## src/core/isorw_pkg.sv

```systemverilog
// Purpose: Shared constants for the isolator refresh/watchdog block
// Assumes: 10 MHz system clock, four channels
// Notes:   Times are kept in their own unit; cycle counts derive from them
package isorw_pkg;
    localparam int unsigned NCH           = 4;
    localparam int unsigned CLK_PERIOD_NS = 100;
    localparam int unsigned NS_PER_US     = 1000;
    // Pulse across the barrier, least time, rounded up, at least one cycle
    localparam int unsigned PULSE_NS      = 1;
    localparam int unsigned PULSE_CYC     = (PULSE_NS + CLK_PERIOD_NS - 1) / CLK_PERIOD_NS;
    // Quiet time before refresh, least time, rounded up
    localparam int unsigned REFRESH_US    = 140;
    localparam int unsigned REFRESH_CYC   =
        (REFRESH_US * NS_PER_US + CLK_PERIOD_NS - 1) / CLK_PERIOD_NS;
    // Silence before watchdog fires, rounded down
    localparam int unsigned WATCHDOG_US   = 200;
    localparam int unsigned WATCHDOG_CYC  = (WATCHDOG_US * NS_PER_US) / CLK_PERIOD_NS;
    // Glitch filter threshold in cycles (stable cycles needed)
    localparam int unsigned GLITCH_CYC    = 3;
    // Barrier FIFO shape
    localparam int unsigned FIFO_DEPTH    = 4;
    localparam int unsigned WORD_W        = 2 * NCH;
    // Counter width
    localparam int unsigned CNT_W         = 12;
    typedef logic [CNT_W-1:0] isorw_cnt_t;
    localparam isorw_cnt_t  CNT_ZERO      = 12'h000;
    localparam isorw_cnt_t  CNT_ONE       = 12'h001;
    localparam logic        LVL_LOW       = 1'h0;
    // Channel direction: bit set means input on side 1, output on side 2
    localparam logic [NCH-1:0] DIR_DEFAULT = 4'h3;
    localparam logic [NCH-1:0] WD_DEFAULT  = 4'hF;
endpackage : isorw_pkg

```

## src/core/isorw_fifo_if.sv

```systemverilog
// Purpose: Valid/ready carrier between the barrier encoder, FIFO and decoder
// Assumes: Single clock domain
// Notes:   Source drives push side, sink drives pop_ready
`timescale 1ns/1ns
`default_nettype none
interface isorw_fifo_if #(parameter int unsigned W = 8);
    logic         push_valid;
    logic         push_ready;
    logic [W-1:0] push_data;
    logic         pop_valid;
    logic         pop_ready;
    logic [W-1:0] pop_data;
    modport fifo (input push_valid, input push_data, output push_ready,
                  output pop_valid, output pop_data, input pop_ready);
    modport src  (output push_valid, output push_data, input push_ready);
    modport snk  (input pop_valid, input pop_data, output pop_ready);
endinterface : isorw_fifo_if
`default_nettype wire

```

## src/core/isorw_fifo.sv

```systemverilog
// Purpose: Small flip-flop FIFO holding barrier pulse words
// Assumes: DEPTH is a power of two
// Notes:   Full and empty from pointers with one extra wrap bit
`timescale 1ns/1ns
`default_nettype none
module isorw_fifo
    import isorw_pkg::*;
#(
    parameter int unsigned WIDTH = WORD_W,
    parameter int unsigned DEPTH = FIFO_DEPTH
) (
    // Clock and reset
    input  wire logic  sys_clk_in,
    input  wire logic  rst_b_in,
    input  wire logic  clk_en_in,
    // Queue ports
    isorw_fifo_if.fifo q
);
    localparam int unsigned AW = $clog2(DEPTH);

    logic [WIDTH-1:0] mem_ff [DEPTH];
    logic [AW:0]      wr_ptr_ff;
    logic [AW:0]      rd_ptr_ff;
    logic [AW:0]      used;
    logic             do_push;
    logic             do_pop;

    // Occupancy and handshakes
    assign used         = wr_ptr_ff - rd_ptr_ff;
    assign q.push_ready = (used != (AW+1)'(DEPTH));
    assign q.pop_valid  = (used != '0);
    assign q.pop_data   = mem_ff[rd_ptr_ff[AW-1:0]];
    assign do_push      = clk_en_in & q.push_valid & q.push_ready;
    assign do_pop       = clk_en_in & q.pop_valid & q.pop_ready;

    // Pointers
    always_ff @(posedge sys_clk_in or negedge rst_b_in) begin
        if (!rst_b_in) begin
            wr_ptr_ff <= '0;
            rd_ptr_ff <= '0;
        end else begin
            if (do_push) wr_ptr_ff <= wr_ptr_ff + (AW+1)'(1);
            if (do_pop)  rd_ptr_ff <= rd_ptr_ff + (AW+1)'(1);
        end
    end

    // Storage, no reset needed: read only when valid
    always_ff @(posedge sys_clk_in) begin
        if (do_push) mem_ff[wr_ptr_ff[AW-1:0]] <= q.push_data;
    end
endmodule : isorw_fifo
`default_nettype wire

```

## src/core/isorw_top.sv

```systemverilog
// Purpose: Four-channel isolator model with glitch filter, refresh and watchdog
// Assumes: Pins are asynchronous to sys_clk_in; power-good pins model supplies
// Notes:   Barrier pulses travel as words through a small FIFO to the decoders
//
// Summary of operation
// - Every accepted input edge sends a one-cycle coded pulse carrying its direction.
// - Each output is a latch set by a rising pulse and reset by a falling pulse.
// - With refresh on, a channel quiet for 140 us resends its current level.
// - With watchdog on, an output that gets no pulse for 200 us goes to its default.
// - The watchdog default level of each channel is a build-time parameter.
// - Both enables low turn refresh and watchdog on.
// - Both enables high turn them off, so outputs change only on edges or when output-side power is lost.
// - An input change shorter than the filter threshold never reaches the output.
// - With refresh on, a near-threshold pulse may stretch until refresh or the next edge.
// - In low-power mode a level set before the output side powers up is not sent.
// - Once both sides are up, the first input edge makes the output agree.
`timescale 1ns/1ns
`default_nettype none
module isorw_top
    import isorw_pkg::*;
#(
    parameter logic [NCH-1:0] CHAN_DIR    = DIR_DEFAULT,
    parameter logic [NCH-1:0] WD_LEVEL    = WD_DEFAULT,
    parameter int unsigned    GLITCH      = GLITCH_CYC,
    parameter int unsigned    DEC_GAP     = PULSE_CYC
) (
    // Clock, reset, enable
    input  wire logic sys_clk_in,
    input  wire logic rst_b_in,
    input  wire logic clk_en_in,
    // Side enables and supply status
    input  wire logic side1_refresh_enable_n_in,
    input  wire logic side2_refresh_enable_n_in,
    input  wire logic side1_power_ok_in,
    input  wire logic side2_power_ok_in,
    // Channel inputs
    input  wire logic chan_a_in,
    input  wire logic chan_b_in,
    input  wire logic chan_c_in,
    input  wire logic chan_d_in,
    // Channel outputs
    output logic      chan_a_out,
    output logic      chan_b_out,
    output logic      chan_c_out,
    output logic      chan_d_out
);
    localparam int unsigned SW = NCH + 4;
    localparam isorw_cnt_t  GL_LAST = CNT_W'(GLITCH - 1);
    localparam isorw_cnt_t  RF_LAST = CNT_W'(REFRESH_CYC - 1);
    localparam isorw_cnt_t  WD_LAST = CNT_W'(WATCHDOG_CYC - 1);
    localparam isorw_cnt_t  GAP_CNT = CNT_W'(DEC_GAP);

    logic [SW-1:0]  meta_ff;
    logic [SW-1:0]  sync_ff;
    logic [NCH-1:0] lvl;
    logic           en1_n;
    logic           en2_n;
    logic           pwr1;
    logic           pwr2;
    logic [NCH-1:0] pend_ff;
    logic [NCH-1:0] pend_lvl_ff;
    logic [NCH-1:0] out_ff;
    logic [NCH-1:0] set_evt;
    logic [NCH-1:0] set_lvl;
    isorw_cnt_t     busy_ff;
    logic           push_ok;
    logic           take;

    isorw_fifo_if #(.W(WORD_W)) barrier ();

    // Two-stage synchroniser for all pins; only sync_ff is read
    always_ff @(posedge sys_clk_in or negedge rst_b_in) begin
        if (!rst_b_in) begin
            meta_ff <= '0;
            sync_ff <= '0;
        end else if (clk_en_in) begin
            meta_ff <= {side2_power_ok_in, side1_power_ok_in,
                        side2_refresh_enable_n_in, side1_refresh_enable_n_in,
                        chan_d_in, chan_c_in, chan_b_in, chan_a_in};
            sync_ff <= meta_ff;
        end
    end

    assign lvl   = sync_ff[NCH-1:0];
    assign en1_n = sync_ff[NCH];
    assign en2_n = sync_ff[NCH+1];
    assign pwr1  = sync_ff[NCH+2];
    assign pwr2  = sync_ff[NCH+3];

    // Encoder side: word is {pulse valid per channel, level per channel}
    assign push_ok             = clk_en_in & barrier.push_valid & barrier.push_ready;
    assign barrier.push_valid  = |pend_ff;
    assign barrier.push_data   = {pend_ff, pend_lvl_ff};

    // Decoder side: one word per gap, so bursts back up into the FIFO
    assign barrier.pop_ready   = (busy_ff == CNT_ZERO);
    assign take                = clk_en_in & barrier.pop_valid & barrier.pop_ready;

    always_ff @(posedge sys_clk_in or negedge rst_b_in) begin
        if (!rst_b_in) begin
            busy_ff <= CNT_ZERO;
        end else if (clk_en_in) begin
            if (take)                   busy_ff <= GAP_CNT;
            else if (busy_ff != CNT_ZERO) busy_ff <= busy_ff - CNT_ONE;
        end
    end

    isorw_fifo #(
        .WIDTH (WORD_W),
        .DEPTH (FIFO_DEPTH)
    ) u_barrier (
        .sys_clk_in (sys_clk_in),
        .rst_b_in   (rst_b_in),
        .clk_en_in  (clk_en_in),
        .q          (barrier)
    );

    // One identical channel per generate pass
    for (genvar i = 0; i < NCH; i++) begin : g_chan
        logic       in_pwr;
        logic       out_pwr;
        logic       rfr_on;
        logic       wd_on;
        logic       flt_ff;
        isorw_cnt_t glt_ff;
        isorw_cnt_t quiet_ff;
        isorw_cnt_t wd_ff;
        logic       edge_evt;
        logic       rfr_evt;
        logic       rx;

        // Each side's enable rules its own end of the channel
        assign in_pwr   = CHAN_DIR[i] ? pwr1 : pwr2;
        assign out_pwr  = CHAN_DIR[i] ? pwr2 : pwr1;
        assign rfr_on   = ~(CHAN_DIR[i] ? en1_n : en2_n);
        assign wd_on    = ~(CHAN_DIR[i] ? en2_n : en1_n);
        assign edge_evt = in_pwr & (lvl[i] != flt_ff) & (glt_ff == GL_LAST);
        assign rfr_evt  = in_pwr & rfr_on & ~edge_evt & (quiet_ff == RF_LAST);
        assign set_evt[i] = edge_evt | rfr_evt;
        assign set_lvl[i] = edge_evt ? lvl[i] : flt_ff;
        assign rx       = take & barrier.pop_data[NCH+i] & out_pwr;

        // Glitch filter: change must hold GLITCH cycles; unpowered input just tracks
        always_ff @(posedge sys_clk_in or negedge rst_b_in) begin
            if (!rst_b_in) begin
                flt_ff <= LVL_LOW;
                glt_ff <= CNT_ZERO;
            end else if (clk_en_in) begin
                if (!in_pwr) begin
                    flt_ff <= lvl[i];
                    glt_ff <= CNT_ZERO;
                end else if (lvl[i] == flt_ff) begin
                    glt_ff <= CNT_ZERO;
                end else if (edge_evt) begin
                    flt_ff <= lvl[i];
                    glt_ff <= CNT_ZERO;
                end else begin
                    glt_ff <= glt_ff + CNT_ONE;
                end
            end
        end

        // Quiet timer; a filtered-level mismatch is healed by the next refresh
        always_ff @(posedge sys_clk_in or negedge rst_b_in) begin
            if (!rst_b_in) begin
                quiet_ff <= CNT_ZERO;
            end else if (clk_en_in) begin
                if (set_evt[i] || !rfr_on || !in_pwr) quiet_ff <= CNT_ZERO;
                else                                  quiet_ff <= quiet_ff + CNT_ONE;
            end
        end

        // Pending pulse: a new event wins over the clear of the one pushed
        always_ff @(posedge sys_clk_in or negedge rst_b_in) begin
            if (!rst_b_in) begin
                pend_ff[i]     <= 1'h0;
                pend_lvl_ff[i] <= LVL_LOW;
            end else if (clk_en_in) begin
                if (set_evt[i]) begin
                    pend_ff[i]     <= 1'h1;
                    pend_lvl_ff[i] <= set_lvl[i];
                end else if (push_ok) begin
                    pend_ff[i]     <= 1'h0;
                end
            end
        end

        // Bistable decoder with watchdog; unpowered output sits at default
        always_ff @(posedge sys_clk_in or negedge rst_b_in) begin
            if (!rst_b_in) begin
                out_ff[i] <= WD_LEVEL[i];
                wd_ff     <= CNT_ZERO;
            end else if (clk_en_in) begin
                if (!out_pwr) begin
                    out_ff[i] <= WD_LEVEL[i];
                    wd_ff     <= CNT_ZERO;
                end else if (rx) begin
                    out_ff[i] <= barrier.pop_data[i];
                    wd_ff     <= CNT_ZERO;
                end else if (!wd_on) begin
                    wd_ff     <= CNT_ZERO;
                end else if (wd_ff == WD_LAST) begin
                    out_ff[i] <= WD_LEVEL[i];
                end else begin
                    wd_ff     <= wd_ff + CNT_ONE;
                end
            end
        end
    end

    // Outputs straight from the decoder latches
    assign chan_a_out = out_ff[0];
    assign chan_b_out = out_ff[1];
    assign chan_c_out = out_ff[2];
    assign chan_d_out = out_ff[3];
endmodule : isorw_top
`default_nettype wire

```

## config.mk

```make
export PLATFORM = sky130hd
export DESIGN_NAME = isorw_top
export DESIGN_NICKNAME = d
export VERILOG_FILES = /design/src/core/isorw_pkg.sv /design/src/core/isorw_fifo_if.sv /design/src/core/isorw_fifo.sv /design/src/core/isorw_top.sv
export SDC_FILE = /design/constraint.sdc
export NUM_CORES = 1
export LEC_CHECK = 0
export BUFFER_PORTS_ARGS = -buffer_cell sky130_fd_sc_hd__buf_2
export CAP_MARGIN = 10
export CORE_ASPECT_RATIO = 0.9
export CORE_UTILIZATION = 64
export CTS_CLUSTER_SIZE = 40
export DETAILED_ROUTE_END_ITERATION = 10
export GPL_TIMING_DRIVEN = 0
export PLACE_DENSITY = 0.81
export SYNTH_ARGS = -nofsm -noshare
export SYNTH_HDL_FRONTEND = slang
export SYNTH_SLANG_ARGS = --single-unit
```

## constraint.sdc

```tcl
create_clock -name sys_clk_in -period 3.6 [get_ports sys_clk_in]
set_clock_uncertainty 0.1 [all_clocks]
set_input_delay 0 -clock sys_clk_in [delete_from_list [all_inputs] [get_ports sys_clk_in]]
set_output_delay 0 -clock sys_clk_in [all_outputs]
set_load 0.03 [all_outputs]
```

# == Word level (Yosys, flattened, before mapping) ==
# Memory sizes are Yosys's and may differ from the RTL's.
# Cells that the tools add are included.
# word_totals
regBits,194
out_inout_bits,4
memories,1
word_cells,236
ramBits,32
# memory_table
memory,words,width,rd,rd_ports_with_merged_regs,wr,line,source
u_barrier.mem_ff,4,8,1,0,1,isorw_fifo.sv:21,logic [WIDTH-1:0] mem_ff [DEPTH];
# op_classes
eq_ne,37
muxes,69
add_sub_neg,16
reduce_logical,40
bitwise,40
# op_table
operator,n
2-to-1 mux 12 bit,34
adder 12 x 1 -> 12 bit (second input constant),12
equality test 12 x 11 -> 1 bit (second input constant),8
equality test 12 x 2 -> 1 bit (second input constant),4
2-to-1 mux 1 bit,35
AND reduction 2 bit,17
AND 1 bit,30
!= test 4 bit (second input constant),4
logical NOT 12 bit,1
!= test 3 x 1 -> 1 bit (second input constant),4
!= test 3 x 2 -> 1 bit (second input constant),4
AND reduction 3 bit,4
nonzero test 12 bit,1
subtractor 12 x 1 -> 12 bit (second input constant),1
nonzero test 2 bit,5
logical OR 1 bit,8
!= test 2 bit (second input constant),4
adder 3 x 1 -> 3 bit (second input constant),2
inverter 1 bit,6
equality test 1 bit,4
!= test 1 bit,4
bitwise OR 1 bit,4
OR reduction 4 bit,1
!= test 3 bit (second input constant),1
3 further kinds,4

# == Logic depth before layout (Yosys ltp) ==
# logic_depth
depth_word,10
mapped_depth,11
ltp_nobuf,7

# == Hierarchy ==
# Synthesis repeated with hierarchy kept, for this count alone.
# unflattened
cells_unflattened,1124
hier_area_um2,11414.7
# modules_own_cells
mod,area_each_um2,n_inst,cells_each
isorw_top,9835.7,1,1043
isorw_fifo,1579.0,1,81

# == Least setup slack after synthesis ==
# OpenSTA, ideal clock, no wires.
# synth_timing
path_kind,register to register
start,register u_barrier.rd_ptr_ff[1]
end,"memory u_barrier.mem_ff[3][0] in the netlist's numbering, enable pin"
setup_slack_ns,0.946
setup_time_ns,0.339
period_less_slack_ns,2.654
required_ns,3.161
path_stages_with_launch,9
arrival_time_ns,2.214
path_cell_list,dfrtp_1 > clkbuf_1 > inv_1 > ha_1 > nor2b_1 > xnor2_1 > buf_2 > a211oi_1 > and2_1
# synth_between
elab_chain_len,5
# synth_rtl
item,line,source
"start, declared",isorw_fifo.sv:23,logic [AW:0] rd_ptr_ff;
"start signal, assigned",isorw_fifo.sv:43,if (do_pop) rd_ptr_ff <= rd_ptr_ff + (AW+1)'(1);
subtractor 3 bit,isorw_fifo.sv:29,assign used = wr_ptr_ff - rd_ptr_ff;
!= test 3 bit,isorw_fifo.sv:30,assign q.push_ready = (used != (AW+1)'(DEPTH));
AND 1 bit,isorw_fifo.sv:33,assign do_push = clk_en_in & q.push_valid & q.push_ready;
2-to-1 mux 1 bit,isorw_fifo.sv:49,if (do_push) mem_ff[wr_ptr_ff[AW-1:0]] <= q.push_data;
2-to-1 mux 1 bit (not written as such),isorw_fifo.sv:49,
"end, declared",isorw_fifo.sv:21,
# Every way passes these cells.

# == Worst setup path in the final report ==
# Same ends and word-level chain as after synthesis.

==> run_results.csv <==
group,metric,value,unit
outcome,status,"finished clean",
power_and_ir_drop,p_comb_frac,0.177,
worst_setup_path,path_cells,"clkbuf_1 -> inv_1 -> ha_1 -> nor2b_1 -> xnor2_1 -> buf_2 -> a211oi_1 -> and2_1",
worst_setup_path,required,3.65,ns
placement,hpwl,18.2,mm
clocking,clock_latency,0.52,ns
timing,finalSetupTns,0,ns
yosys,ys.flop_type,"dfrtp_1",
yosys,yosysTopAreaCell,"dfrtp_1",
yosys,synth_area_leaders,"dfrtp_1, edfxtp_1, nand3_1",
yosys,avgSynthCellArea,10.1,µm²
global_route,grt_busiest_layer,"met2",
worst_setup_path,arrival,3.34,ns
layout,post_route_cells_drive_above_1_share,0.0950,
global_route,grt_overflow_total,0,
worst_setup_path,slowest_stage,"a211oi_1",
clocking,clk_pin_slew,0.06,ns
floorplanning,coreArea,0.0178,mm²
placement,io_buffers,14,
clocking,cts_buffers,24,
timing,timing.slew.headroom,0.327,
yosys,synth_edf_count,32,
drt,num_vias,9545,
power_and_ir_drop,p_clk_frac,0.372,
yosys,synth_cell_type_count,75,
drt,ant_nets,0,
timing,grt_setup_unrepaired,"false",
global_route,grt.met3_usage,0.0418,
floorplanning,dieArea,0.0189,mm²
drt,wl_per_cell,18.8,µm
clocking,cts_tree,"yes",
worst_setup_path,cp_max_fo,10,
power_and_ir_drop,pwr-share-seq,0.451,
drt,first_iter_violations,830,
min_path,holdCritPathClass,"in2reg",
layout,fillers,1246,
yosys,synthCells,1161,
floorplanning,io_pins,15,
layout,fin_util,0.735,
drt,routed_wl,27.6,mm
yosys,ys_top_cells_by_count,"dfrtp_1, nand3_1, nor2_1, nand2_1, o21ai_0",
floorplanning,die_width,145,µm
power_and_ir_drop,p_switching,1960,µW
floorplanning,die_h,130,µm
yosys,synth_warnings,0,
yosys,synthArstFlopShare,0.858,
timing,min_period_over_period,0.914,
global_route,use_met1,0.432,
global_route,grt_first_pass_wirelength,45.6,mm
yosys,syn_area,0.0117,mm²
placement,place_congestion,0.880,
power_and_ir_drop,p_leak,0.00558,µW
placement,dpl.cell_count,1416,
yosys,synth_top_area_frac,0.406,
drt,viasPerCell,6.49,
layout,area_delta_synth_final,11.5,%
floorplanning,start_util,0.659,
timing,layout_min_cycle_time,3.29,ns
power_and_ir_drop,p_sw_frac,0.293,
job,cap_violations,0,
worst_setup_path,crit_type,"reg2reg",
layout,multi_input_area,0.00558,mm²
yosys,synth-seq-area-share,0.497,
power_and_ir_drop,p_int,4720,µW
global_route,track_usage,0.309,
power_and_ir_drop,ir_drop,0.000399,V
clocking,cts.sinks,226,
global_route,antenna_found_initial,1,
yosys,synth.most_common_cell,"dfrtp_1",
global_route,grt_pass1_vias,8972,
layout,num_antenna_cells,0,
drt,dr.pass1.iters,6,
placement,dpl-instance-area,0.0121,mm²
layout,finalInstanceArea,0.0131,mm²
layout,stdcell_count,1471,
floorplanning,rows,46,
power_and_ir_drop,powerDensity,511,mW/mm²
clocking,cts-root-buf,"clkbuf_16",
timing,max_clock_freq,0.304,GHz
clocking,cts_buffer_depth,3,
timing,drv_slew,0,
layout,register_area,0.00582,mm²
worst_setup_path,critPathMaxStageDelay,0.63,ns
yosys,synth-seq-cells,226,
timing,worst_pin_slew,0.994,ns
timing,finalSetupViolCount,0,
yosys,synth.net_count,1197,
layout,layout.nets,1250,
drt,drc,0,
global_route,grtUsageMet2,0.511,
clocking,post_cts_resized,0,
worst_setup_path,cp-end-kind,"flip-flop",
clocking,htreeDepth,1,
timing,hold_violations,0,
worst_setup_path,cp-start-kind,"flip-flop",
global_route,grt_max_degree,122,
-- metrics by stage --
stage               total power [µW]  hold WS [ns]  worst slack (ns)
floorplan                       3850        -0.396             0.946
global placement                4140         0.132            -0.751
detailed placement              4200        -0.101             0.344
CTS                             6710         0.139             0.295
global route                    6970         0.162            0.0299
finish                          6680         0.149             0.308
-- final cells by class --
type / count / area share
Buffer: 52 / 0.0173
Inverter: 24 / 0.00689
Clock inverter: 4 / 0.00364
Tap cell: 240 / 0.0230
Multi-Input combinational cell: 859 / 0.427
Sequential cell: 226 / 0.445
Clock buffer: 39 / 0.0580
Timing Repair Buffer: 27 / 0.0188
-- layer usage --
| metal | vias up | wire length (µm) |
|---|---|---|
| li1 | 4425 | - |
| met2 | 345 | 13000 |
| met1 | 4720 | 12000 |
| met3 | 55 | 1820 |
| met4 | 0 | 676 |
| met5 | - | 0 |
-- timing repair --
action | in CTS | in global routing
hold buffers | 12 | 0
setup buffers | 0 | 0
hold endpoints to repair | 202 | 0
-- power by group through the flow --
| stage | Sequential, µW | Combinational [µW] | Clock, µW |
|---|---|---|---|
| 6_report | 3010 | 1180 | 2480 |
| 4_1_cts | 3010 | 1180 | 2530 |
| 3_5_place_dp | 3050 | 1150 | 0 |
| 2_1_floorplan | 2990 | 861 | 0 |
| 3_3_place_gp | 3030 | 1110 | 0 |
| 5_1_grt | 3040 | 1310 | 2620 |
-- worst max-delay path, delay by kind of cell (launching register included) --
family / cells / cell delay, ns
flops: 1 / 0.35
simple gates: 2 / 0.75
fa+ha+maj: 1 / 0.22
xor+xnor: 1 / 0.11
compound gates: 1 / 0.63
buf+inv: 3 / 0.76
-- final timing paths --
| kind | slack [ns] | depth (start not counted) | startpoint | end |
|---|---|---|---|---|
| max reg2reg | 0.31 | 8 | u_barrier.rd_ptr_ff[1] | u_barrier.mem_ff[3][0] |
| max in group asynchronous | 2.29 | 4 | rst_b_in | g_chan[2].glt_ff[8] |
| max | 0.31 | 8 | u_barrier.rd_ptr_ff[1] | u_barrier.mem_ff[3][0] |
| min | 0.15 | 3 | side1_power_ok_in | meta_ff[6] |
| min in group asynchronous | 0.49 | 3 | rst_b_in | chan_a_out |
| min reg2reg | 0.40 | 2 | meta_ff[6] | sync_ff[6] |
-- placed cells by master, fill, tap and decap left out, types with 38 or more instances in the layout --
cell type | netlist | routed
and3_1 | 48 | 48
clkbuf_1 | 33 | 39
dfrtp_1 | 190 | 190
nand2_1 | 98 | 98
nand3_1 | 108 | 108
nand4_1 | 48 | 48
nor2_1 | 99 | 99
nor3_1 | 39 | 39
o21ai_0 | 63 | 63
xor2_1 | 38 | 38
-- logic make-up after synthesis --
group | count (synthesis) | share of synthesized area
compound gates | 177 | 0.107
xor+xnor | 63 | 0.0471
fa+ha+maj | 25 | 0.0267
buf+inv | 76 | 0.0270
flops | 226 | 0.497
mux | 42 | 0.0458
simple gates | 552 | 0.250
-- registers in the layout, indices dropped and copies added (netlist names), 8 cells and up --
name,count
busy_ff,12
g_chan.quiet_ff,48
g_chan.glt_ff,48
sync_ff,8
meta_ff,8
u_barrier.mem_ff,32
g_chan.wd_ff,48
barrier.push_data,8
No activity file was read; power rests on OpenSTA's default activity.
